### config.mk
export PLATFORM = sky130hd
export DESIGN_NAME = sbpc_ctrl
export DESIGN_NICKNAME = d
export VERILOG_FILES = /design/src/hdl/sbpc_pkg.sv /design/src/hdl/sbpc_ctrl.sv
export SDC_FILE = /design/constraint.sdc
export NUM_CORES = 1
export LEC_CHECK = 0
export BUFFER_PORTS_ARGS = -buffer_cell sky130_fd_sc_hd__buf_2
export CORE_MARGIN = 10
export CORE_UTILIZATION = 35
export DETAILED_ROUTE_END_ITERATION = 12
export HOLD_SLACK_MARGIN = 0.03
export SLEW_MARGIN = 30
export SYNTH_ARGS = -nofsm -noshare
export SYNTH_HDL_FRONTEND = slang
export SYNTH_SLANG_ARGS = --single-unit
### constraint.sdc
create_clock -name CORE_CLK -period 1.97 [get_ports CORE_CLK]
set_clock_uncertainty 0.1 [all_clocks]
set_input_delay 0.591 -clock CORE_CLK [delete_from_list [all_inputs] [get_ports CORE_CLK]]
set_output_delay 0.591 -clock CORE_CLK [all_outputs]
set_load 0.1 [all_outputs]
### src/hdl/sbpc_pkg.sv
// constants, types and carriers for the burst and protection controller
package sbpc_pkg;
  // timing
  localparam int CLK_HZ        = 40_000_000;
  localparam int FILT_NS       = 8000;
  localparam int FILT_CYC      = (FILT_NS * (CLK_HZ / 1_000_000) + 999) / 1000;
  localparam int FILT_W        = 9;
  localparam int BLANK_MS      = 20;
  localparam int BLANK_CYC     = BLANK_MS * (CLK_HZ / 1000);
  localparam int LATCH_IGN_MS  = 1;
  localparam int LATCH_IGN_CYC = LATCH_IGN_MS * (CLK_HZ / 1000);
  localparam int CNT_W         = 20;
  // register map
  localparam int          ADDR_W      = 8;
  localparam logic [7:0]  OFF_CTRL    = 8'h00;
  localparam logic [7:0]  OFF_STATUS  = 8'h04;
  localparam logic [7:0]  OFF_FAULT   = 8'h08;
  localparam logic [31:0] CTRL_RST    = 32'h0000_0003;
  localparam int          CTRL_BURST  = 0;
  localparam int          CTRL_EXTLAT = 1;
  localparam int          FLT_W       = 6;
  localparam int          FLT_VCC_OV  = 0;
  localparam int          FLT_TEMP    = 1;
  localparam int          FLT_SHORT   = 2;
  localparam int          FLT_EXT     = 3;
  localparam int          FLT_OVLD    = 4;
  localparam int          FLT_UV      = 5;

  typedef enum logic [2:0] {
    ST_RESTART, ST_START, ST_NORMAL, ST_BURST, ST_LATCHED
  } sbpc_state_e;

  // comparator and analogue results, all asynchronous
  typedef struct packed {
    logic fb_low;        // feedback below 1.35 V
    logic fb_high;       // feedback above 4.5 V
    logic burst_up;      // burst upper comparator, above 3.61 V
    logic burst_low;     // burst lower comparator, down to 3.0 V
    logic vcc_over;      // supply above 24 V
    logic vcc_uv;        // supply undervoltage
    logic vcc_below_on;  // supply below 10.5 V
    logic vcc_above_off; // supply above 18 V
    logic vcc_unlatch;   // supply below 6.23 V
    logic over_temp;     // junction above shutdown threshold
    logic sec_short;     // current sense above 1.66 V
    logic bl_low;        // blanking pin below 0.1 V
    logic bl_high;       // blanking pin reached 4.0 V
    logic ss_done;       // soft start finished
  } sbpc_cmp_s;

  // control outputs toward the analogue section
  typedef struct packed {
    logic gate_en;       // gate driver enable
    logic bias_en;       // internal bias enable
    logic startup_cell;  // startup cell on
    logic reduced_limit; // select 0.31 V burst current limit
    logic bl_clamp;      // clamp switch holding blanking pin at 0.9 V
    logic burst_flag;    // burst mode active
  } sbpc_ctl_s;
endpackage : sbpc_pkg

### src/hdl/sbpc_ctrl.sv
// mode control: burst, auto-restart and latched-off supervision with apb access
//
// The placing of the registers and the APB register port were chosen for this implementation.
`timescale 1ns/1ps
module sbpc_ctrl
  import sbpc_pkg::*;
#(
  parameter int BLANK_N = BLANK_CYC,
  parameter int IGN_N   = LATCH_IGN_CYC
) (
  input  wire logic              CORE_CLK,
  input  wire logic              RSTN,
  input  wire sbpc_cmp_s         CMP_IN,
  output sbpc_ctl_s              CTL_OUT,
  input  wire logic              PSEL,
  input  wire logic              PENABLE,
  input  wire logic              PWRITE,
  input  wire logic [ADDR_W-1:0] PADDR,
  input  wire logic [31:0]       PWDATA,
  input  wire logic [3:0]        PSTRB,
  output logic [31:0]            PRDATA,
  output logic                   PREADY,
  output logic                   PSLVERR
);

  sbpc_cmp_s          meta_q, s;
  sbpc_state_e        state_q, state_d;
  sbpc_ctl_s          ctl_d;
  logic               bias_q, bias_d;
  logic               cell_q, cell_d;
  logic [CNT_W-1:0]   lb_cnt_q, ol_cnt_q, st_cnt_q;
  logic [FILT_W-1:0]  filt_cnt_q [3];
  logic [2:0]         filt_in, filt_out;
  logic               lb_done, ol_done, ign_done;
  logic               ext_latch, latch_req, restart_req;
  logic [FLT_W-1:0]   flt_now, fault_q;
  logic [31:0]        ctrl_q;
  logic               acc, wr_ok;

  // true when a counter has reached its target
  function automatic logic at_count(input logic [CNT_W-1:0] c, input int n);
    return c == CNT_W'(n);
  endfunction : at_count

  // two-flop synchroniser for all comparator results
  always_ff @(posedge CORE_CLK or negedge RSTN) begin
    if (!RSTN) begin
      meta_q <= '0;
      s      <= '0;
    end else begin
      meta_q <= CMP_IN;
      s      <= meta_q;
    end
  end

  assign lb_done  = at_count(lb_cnt_q, BLANK_N);
  assign ol_done  = at_count(ol_cnt_q, BLANK_N);
  assign ign_done = at_count(st_cnt_q, IGN_N);

  // light-load blanking counter
  always_ff @(posedge CORE_CLK or negedge RSTN) begin
    if (!RSTN) begin
      lb_cnt_q <= '0;
    end else if (state_q != ST_NORMAL || !s.fb_low || !ctrl_q[CTRL_BURST]) begin
      lb_cnt_q <= '0;
    end else if (!lb_done) begin
      lb_cnt_q <= lb_cnt_q + CNT_W'(1);
    end
  end

  // overload blanking counter, saturates at target
  always_ff @(posedge CORE_CLK or negedge RSTN) begin
    if (!RSTN) begin
      ol_cnt_q <= '0;
    end else if (!(state_q == ST_NORMAL || state_q == ST_BURST) || !s.fb_high) begin
      ol_cnt_q <= '0;
    end else if (!ol_done) begin
      ol_cnt_q <= ol_cnt_q + CNT_W'(1);
    end
  end

  // startup-phase counter for external latch blanking
  always_ff @(posedge CORE_CLK or negedge RSTN) begin
    if (!RSTN) begin
      st_cnt_q <= '0;
    end else if (state_q != ST_START) begin
      st_cnt_q <= '0;
    end else if (!ign_done) begin
      st_cnt_q <= st_cnt_q + CNT_W'(1);
    end
  end

  // spike filter inputs: overvoltage, temperature, restart gate
  // overvoltage qualified by feedback
  assign filt_in[0] = s.vcc_over & s.fb_high;
  assign filt_in[1] = s.over_temp;
  assign filt_in[2] = ol_done & s.bl_high;

  always_ff @(posedge CORE_CLK or negedge RSTN) begin
    if (!RSTN) begin
      for (int i = 0; i < 3; i++) filt_cnt_q[i] <= '0;
    end else begin
      for (int i = 0; i < 3; i++) begin
        if (!filt_in[i]) filt_cnt_q[i] <= '0;
        else if (!filt_out[i]) filt_cnt_q[i] <= filt_cnt_q[i] + FILT_W'(1);
      end
    end
  end

  always_comb begin
    for (int i = 0; i < 3; i++) filt_out[i] = filt_cnt_q[i] == FILT_W'(FILT_CYC);
  end

  // external latch after 1 ms of startup
  assign ext_latch = s.bl_low & ctrl_q[CTRL_EXTLAT] & !(state_q == ST_START && !ign_done);

  assign flt_now[FLT_VCC_OV] = filt_out[0];
  assign flt_now[FLT_TEMP]   = filt_out[1];
  assign flt_now[FLT_SHORT]  = s.sec_short;
  assign flt_now[FLT_EXT]    = ext_latch;
  assign flt_now[FLT_OVLD]   = filt_out[2];
  assign flt_now[FLT_UV]     = s.vcc_uv;
  assign latch_req   = |flt_now[FLT_EXT:FLT_VCC_OV];
  assign restart_req = |flt_now[FLT_UV:FLT_OVLD];

  // next mode, bias and startup cell
  always_comb begin
    state_d = state_q;
    bias_d  = bias_q;
    cell_d  = cell_q;
    case (state_q)
      ST_RESTART: begin
        bias_d = 1'b0;
        cell_d = !s.vcc_above_off;
        if (s.vcc_above_off) begin
          state_d = ST_START;
          bias_d  = 1'b1;
          cell_d  = 1'b0;
        end
      end
      ST_START: begin
        bias_d = 1'b1;
        cell_d = 1'b0;
        if (s.ss_done && ign_done) state_d = ST_NORMAL;
      end
      ST_NORMAL: begin
        bias_d = 1'b1;
        if (lb_done && s.fb_low) begin
          state_d = ST_BURST;
          bias_d  = 1'b0;
        end
      end
      ST_BURST: begin
        if (s.fb_high) begin
          state_d = ST_NORMAL;
          bias_d  = 1'b1;
        end else if (!bias_q && s.burst_up) begin
          bias_d = 1'b1;
        end else if (bias_q && s.burst_low) begin
          bias_d = 1'b0;
        end
      end
      ST_LATCHED: begin
        bias_d = 1'b0;
        if (s.vcc_below_on) cell_d = 1'b1;
        else if (s.vcc_above_off) cell_d = 1'b0;
        if (s.vcc_unlatch) begin
          state_d = ST_RESTART;
          cell_d  = 1'b1;
        end
      end
      default: begin
        state_d = ST_RESTART;
        bias_d  = 1'b0;
        cell_d  = 1'b1;
      end
    endcase
    if (state_q != ST_LATCHED && latch_req) begin
      state_d = ST_LATCHED;
      bias_d  = 1'b0;
      cell_d  = s.vcc_below_on;
    end else if (state_q != ST_LATCHED && state_q != ST_RESTART && restart_req) begin
      state_d = ST_RESTART;
      bias_d  = 1'b0;
      cell_d  = 1'b1;
    end
  end

  // output values derived from next state, clamp from overload timer
  always_comb begin
    ctl_d               = '0;
    ctl_d.bias_en       = bias_d;
    ctl_d.startup_cell  = cell_d;
    ctl_d.gate_en       = (state_d == ST_START) || (state_d == ST_NORMAL) ||
                          (state_d == ST_BURST && bias_d);
    ctl_d.reduced_limit = state_d == ST_BURST;
    ctl_d.burst_flag    = state_d == ST_BURST;
    ctl_d.bl_clamp      = !ol_done;
  end

  // mode registers and outputs
  always_ff @(posedge CORE_CLK or negedge RSTN) begin
    if (!RSTN) begin
      state_q <= ST_RESTART;
      bias_q  <= 1'b0;
      cell_q  <= 1'b1;
      CTL_OUT <= '{gate_en: 1'b0, bias_en: 1'b0, startup_cell: 1'b1,
                   reduced_limit: 1'b0, bl_clamp: 1'b1, burst_flag: 1'b0};
    end else begin
      state_q <= state_d;
      bias_q  <= bias_d;
      cell_q  <= cell_d;
      CTL_OUT <= ctl_d;
    end
  end

  // apb: one wait state, write commits when pready is high
  assign acc   = PSEL & PENABLE;
  assign wr_ok = acc & PREADY & PWRITE;

  always_ff @(posedge CORE_CLK or negedge RSTN) begin
    if (!RSTN) begin
      PREADY  <= 1'b0;
      PRDATA  <= '0;
      PSLVERR <= 1'b0;
    end else begin
      PREADY  <= acc & !PREADY;
      PSLVERR <= 1'b0;
      PRDATA  <= '0;
      if (acc && !PREADY) begin
        case (PADDR)
          OFF_CTRL:   PRDATA <= ctrl_q;
          OFF_STATUS: PRDATA <= {21'h0_0000, 3'(state_q), 2'b00, CTL_OUT};
          OFF_FAULT:  PRDATA <= {26'h000_0000, fault_q};
          default:    PSLVERR <= 1'b1;
        endcase
      end
    end
  end

  // control register
  always_ff @(posedge CORE_CLK or negedge RSTN) begin
    if (!RSTN) begin
      ctrl_q <= CTRL_RST;
    end else if (wr_ok && PADDR == OFF_CTRL && PSTRB[0]) begin
      ctrl_q <= {30'h0000_0000, PWDATA[1:0]};
    end
  end

  // sticky fault causes, write one to clear, new event wins
  always_ff @(posedge CORE_CLK or negedge RSTN) begin
    if (!RSTN) begin
      fault_q <= '0;
    end else if (wr_ok && PADDR == OFF_FAULT && PSTRB[0]) begin
      fault_q <= (fault_q & ~PWDATA[FLT_W-1:0]) | flt_now;
    end else begin
      fault_q <= fault_q | flt_now;
    end
  end

  property p_lb_clear;
    @(posedge CORE_CLK) disable iff (!RSTN)
    (state_q == ST_NORMAL && !s.fb_low) |=> lb_cnt_q == '0;
  endproperty
  a_lb_clear: assert property (p_lb_clear) else $error("blanking timer not cleared");

  property p_burst_entry;
    @(posedge CORE_CLK) disable iff (!RSTN)
    $rose(state_q == ST_BURST) |-> $past(lb_done) && $past(s.fb_low) && !CTL_OUT.bias_en;
  endproperty
  a_burst_entry: assert property (p_burst_entry) else $error("bad burst entry");

  property p_burst_limit;
    @(posedge CORE_CLK) disable iff (!RSTN)
    CTL_OUT.reduced_limit == (state_q == ST_BURST);
  endproperty
  a_burst_limit: assert property (p_burst_limit) else $error("limit select wrong");

  property p_bias_on;
    @(posedge CORE_CLK) disable iff (!RSTN)
    (state_q == ST_BURST && !bias_q && s.burst_up && !s.fb_high && !latch_req
     && !restart_req) |=> CTL_OUT.bias_en && CTL_OUT.gate_en;
  endproperty
  a_bias_on: assert property (p_bias_on) else $error("burst did not resume");

  property p_burst_exit;
    @(posedge CORE_CLK) disable iff (!RSTN)
    (state_q == ST_BURST && s.fb_high) |=> state_q != ST_BURST && !CTL_OUT.reduced_limit;
  endproperty
  a_burst_exit: assert property (p_burst_exit) else $error("burst not left");

  property p_latch_hold;
    @(posedge CORE_CLK) disable iff (!RSTN)
    (state_q == ST_LATCHED && !s.vcc_unlatch) |=> state_q == ST_LATCHED;
  endproperty
  a_latch_hold: assert property (p_latch_hold) else $error("latch released early");

  property p_latch_gate;
    @(posedge CORE_CLK) disable iff (!RSTN)
    state_q == ST_LATCHED |-> !CTL_OUT.gate_en && !CTL_OUT.bias_en;
  endproperty
  a_latch_gate: assert property (p_latch_gate) else $error("gate on while latched");

  property p_filter;
    @(posedge CORE_CLK) disable iff (!RSTN)
    $rose(filt_out[1]) |-> $past(filt_in[1], 300) && filt_in[1];
  endproperty
  a_filter: assert property (p_filter) else $error("spike passed filter");

  property p_short;
    @(posedge CORE_CLK) disable iff (!RSTN)
    (s.sec_short && !(state_q == ST_LATCHED && s.vcc_unlatch)) |=> state_q == ST_LATCHED;
  endproperty
  a_short: assert property (p_short) else $error("short not latched");

  property p_bias_off;
    @(posedge CORE_CLK) disable iff (!RSTN)
    (state_q == ST_BURST && bias_q && s.burst_low && !s.fb_high && !latch_req
     && !restart_req) |=> !CTL_OUT.bias_en && !CTL_OUT.gate_en;
  endproperty
  a_bias_off: assert property (p_bias_off) else $error("burst did not pause");

  property p_latch_cell;
    @(posedge CORE_CLK) disable iff (!RSTN)
    (state_q == ST_LATCHED && s.vcc_below_on && !s.vcc_unlatch) |=> CTL_OUT.startup_cell;
  endproperty
  a_latch_cell: assert property (p_latch_cell) else $error("startup cell not on");

  property p_uv_restart;
    @(posedge CORE_CLK) disable iff (!RSTN)
    (s.vcc_uv && !latch_req && state_q != ST_LATCHED && state_q != ST_RESTART)
    |=> state_q == ST_RESTART && !CTL_OUT.gate_en;
  endproperty
  a_uv_restart: assert property (p_uv_restart) else $error("undervoltage not restarted");

  property p_clamp;
    @(posedge CORE_CLK) disable iff (!RSTN)
    ol_done |=> !CTL_OUT.bl_clamp;
  endproperty
  a_clamp: assert property (p_clamp) else $error("clamp not released");

endmodule : sbpc_ctrl

==> metrics.md <==
| Metric | Value |
|---|---|
| Status | `finished with violations` |
| Failing checks | `setup timing` |
| Die outline area | `24700 sq um` |
| Effective utilization at floorplan | `35.4%` |
| Sinks on the clock net | `142` |
| Final-layout fill cell count | `1754` |
| Transition at the pin with the smallest max-transition slack | `0.502 ns` |
| Commonest cells in the netlist | `138 x sky130_fd_sc_hd__dfrtp_1, 88 x sky130_fd_sc_hd__nor2_1, 45 x sky130_fd_sc_hd__nand2_1, 35 x sky130_fd_sc_hd__xnor2_1` |
| Max-slew violations | `0` |
| Source of the critical timing path | `lb_cnt_q[6]` |
| Global-route wire length before repair | `23.7 mm` |
| Average cell area after synthesis | `10.4 sq um` |
| Worst ir drop on vdd | `617 uV` |
| Setup repair after global routing missed its margin | `yes` |
| GR Overflow Total | `0` |
| Post-layout worst setup margin | `-0.184 ns` |
| Sequential area share after synthesis | `54.1%` |
| Clock root buffer | `sky130_fd_sc_hd__clkbuf_16` |
| I/O pin total | `103` |
| Final nets | `838` |
| Critical path data required time | `2.17 ns` |
| Area of the mapped netlist | `6580 sq um` |
| Data arrival, critical path | `2.35 ns` |
| Final-report hold violation count | `0` |
| Static leakage | `3.64 nW` |
| Min-Delay Path Depth | `1` |
| Total detailed-routing wirelength | `14.2 mm` |
| Post-layout power | `7.45 mW` |
| Most common flop cell mapped by yosys | `sky130_fd_sc_hd__dfrtp_1` |
| Area after DPL | `7500 sq um` |
| Launch instance of the worst register-to-register path | `lb_cnt_q[6]` |
| Share of Yosys cell area claimed by the top area cell type | `52.5%` |
| Crit start category | `flip-flop` |
| Pin count of the biggest net entering global routing | `43` |
| Most numerous cell on the critical path | `sky130_fd_sc_hd__or4_4` |
| Syn. warnings | `0` |
| Number of buffers on the longest clock path | `2` |
| Std-Cell Core Area | `18600 sq um` |
| Total of flip-flops plus latches after synthesis | `142` |
| Routed wire length per instance | `14.0 um` |
| Number of iterations in the first detailed-routing pass | `4` |
| Number of vias after detailed routing | `4810` |
| Final Instance Area | `8390 sq um` |
| Die width | `157 um` |
| Clock period minus worst slack | `2.15 ns` |
| F_max | `464 MHz` |
| Period utilization | `109%` |
| Number of distinct library cell variants in the gate-level netlist after synthesis | `53` |
| Area Overhead vs Synth | `27.5%` |
| Via count of the first global-routing pass | `4825` |
| Setup-violating endpoint count in the final report | `21` |
| Number of max-cap violations | `0` |
| Number of flops mapped to enable cells by yosys | `0` |
| Relative slew slack | `66.5%` |
| Kind of critical path | `flip-flop to flip-flop` |
| CTS tree | `built` |
| Cell type group with the largest total delay on the critical path | `simple AND/OR/NAND/NOR gates` |
| Cells along the critical path | `or4_4, or4_4, nor4_4, buf_4, and4b_1, nor4_1` |
| Rows | `50` |
| Number of buffers added by the clock tree synthesis step | `17` |
| Drt drc | `0` |
| Path category of the worst min-delay check | `input port to flip-flop` |
| Share of layout cells above drive strength 1 | `25.8%` |
| Placed wire-length estimate | `10.0 mm` |
| Pwr dens | `888 nW/um^2` |
| Vias per Instance | `4.76` |
| Endpoint kind of the worst setup timing path | `flip-flop` |
| Level count of the clock H-tree | `4` |
| Final Wtd Congestion | `0.754` |
| Cell count after synthesis | `635` |
| Count of buffering cells on the critical path with inverters included | `1` |
| Clock transition at the register clock pins on the worst setup and hold paths after CTS | `0.06 ns` |
| Maximum single-stage delay on the critical path | `0.54 ns` |
| FFs w/ async S/R, synth | `100%` |
| Most instantiated library cell after synthesis | `sky130_fd_sc_hd__dfrtp_1` |
| Critical path depth in cells | `6` |
| Maximum fanout along the worst path | `5` |
| Startpoint of the worst hold path | `CMP_IN[12]` |
| Cell depth of the worst flop-to-flop path | `6` |
| Area contributors post-synth | `sky130_fd_sc_hd__dfrtp_1 52%, sky130_fd_sc_hd__nor2_1 5.0%, sky130_fd_sc_hd__xnor2_1 4.7%, sky130_fd_sc_hd__xor2_1 3.9%, sky130_fd_sc_hd__buf_4 3.0%` |
| First DRT Iteration DRCs | `298` |
| Worst-skew pair later-pin latency | `0.42 ns` |
| Input/output buffers | `50` |
| Antenna diode instance count | `0` |
| Count of nets left with antenna violations after detail routing | `0` |
| Most area-hungry cell type in the Yosys netlist | `sky130_fd_sc_hd__dfrtp_1` |
| Height of the chip | `157 um` |
| Overall routing resource usage | `11.9%` |
| Initial antenna violation count | `0` |
| Cell type of the slowest stage on the worst timing path | `sky130_fd_sc_hd__or4_4` |
[cell type report]
class | count | area, sq um | share of cell area [%]
inverter | 25 | 93.8 | 1.12
timing repair buffer | 123 | 920 | 11.0
tap | 234 | 293 | 3.49
clock inverter | 13 | 156 | 1.86
clock buffer | 19 | 443 | 5.28
multi-input combinational | 454 | 2920 | 34.8
sequential | 142 | 3560 | 42.5
[stage by stage]
| step | utilization, % | hold WS (ns) | cells | setup WS [ns] | TNS (ns) |
|---|---|---|---|---|---|
| 2_1_floorplan | - | 0.195 | 657 | -0.182 | -2.38 |
| 3_3_place_gp | 40.4 | 0.233 | 963 | -0.224 | -3.18 |
| 3_5_place_dp | 40.4 | 0.235 | 963 | -0.268 | -4.09 |
| 4_1_cts | 44.4 | 0.152 | 1004 | -0.257 | -2.52 |
| 5_1_grt | 45.1 | 0.151 | 1010 | -0.265 | -3.67 |
| 6_report | 45.1 | 0.170 | 1010 | -0.184 | -2.17 |
[placed cells by master, fill, tap and decap left out, types with 12 or more instances in the layout]
cell type and instances:
sky130_fd_sc_hd__nor2_1 78, sky130_fd_sc_hd__xor2_1 29, sky130_fd_sc_hd__clkbuf_16 17, sky130_fd_sc_hd__buf_2 43, sky130_fd_sc_hd__conb_1 23, sky130_fd_sc_hd__inv_1 24
sky130_fd_sc_hd__o21ai_0 12, sky130_fd_sc_hd__a21oi_1 22, sky130_fd_sc_hd__xnor2_1 32, sky130_fd_sc_hd__nand4_1 15, sky130_fd_sc_hd__nor3_1 16, sky130_fd_sc_hd__or3_1 12
sky130_fd_sc_hd__nand2_1 45, sky130_fd_sc_hd__nand3_1 28, sky130_fd_sc_hd__dfrtp_1 136, sky130_fd_sc_hd__buf_4 66
[path summary, 6_finish.rpt]
path	slack [ns]	endpoint
setup / recovery	-0.18	CTL_OUT[5]
hold / removal	0.17	meta_q[12]
setup reg to reg	-0.18	CTL_OUT[5]
hold reg to reg	0.25	filt_in[1]
max in group asynchronous	0.61	CTL_OUT[1]
min in group asynchronous	0.56	ol_cnt_q[9]
[what timing repair did]
action / in CTS / in global routing
endpoints found under the setup margin: 28 / 28
pin swaps: 11 / 7
gates resized for setup: 22 / 19
hold buffers: 1 / 0
endpoints found under the hold margin: 34 / 0
cloned: 0 / 1
buffers inserted: 9 / 7
[kinds of logic (layout without fill, tap and decap cells)]
family	after synthesis	in the layout	share of synthesized area, %
fa+ha+maj	12	12	2.28
other cells	1	23	0.0570
compound gates	60	60	5.59
mux	9	9	1.41
flops	142	142	54.1
buf+inv	62	180	5.02
simple gates	285	286	23.0
xor+xnor	64	64	8.52
[worst register-to-register path: cells and delay by family, from the launching register on]
kind                   cells  cell delay [ns]
flip-flops                 1             0.38
buffers and inverters      1             0.18
AND/OR/NAND/NOR            5             1.38
[power breakdown]
part           leakage [nW]  internal [mW]  total, mW  switching, mW
registers              1.88           3.01       3.11         0.0965
clock network         0.292           1.93       3.24           1.31
logic                  1.47          0.344       1.10          0.753
[routing by layer]
| layer | track usage, % | share of wire [%] | wire length [um] | vias up |
|---|---|---|---|---|
| li1 | - | - | - | 2397 |
| met1 | 15.6 | 48 | 6760 | 2318 |
| met2 | 18.6 | 46 | 6520 | 78 |
| met3 | 3.28 | 4.6 | 655 | 17 |
| met4 | 4.41 | 1.6 | 223 | 0 |
| met5 | 0 | 0 | 0 | - |
[state kept, by name, indices dropped and copies added, names as in the netlist, 2 cells and up]
signal / cells
PRDATA: 9
st_cnt_q: 20
s: 11
fault_q: 6
ol_cnt_q: 20
CTL_OUT: 3
ctrl_q: 2
filt_cnt_q: 27
state_q: 3
flt_now: 2
meta_q: 14
lb_cnt_q: 20
(Power assumes the default switching activity.)
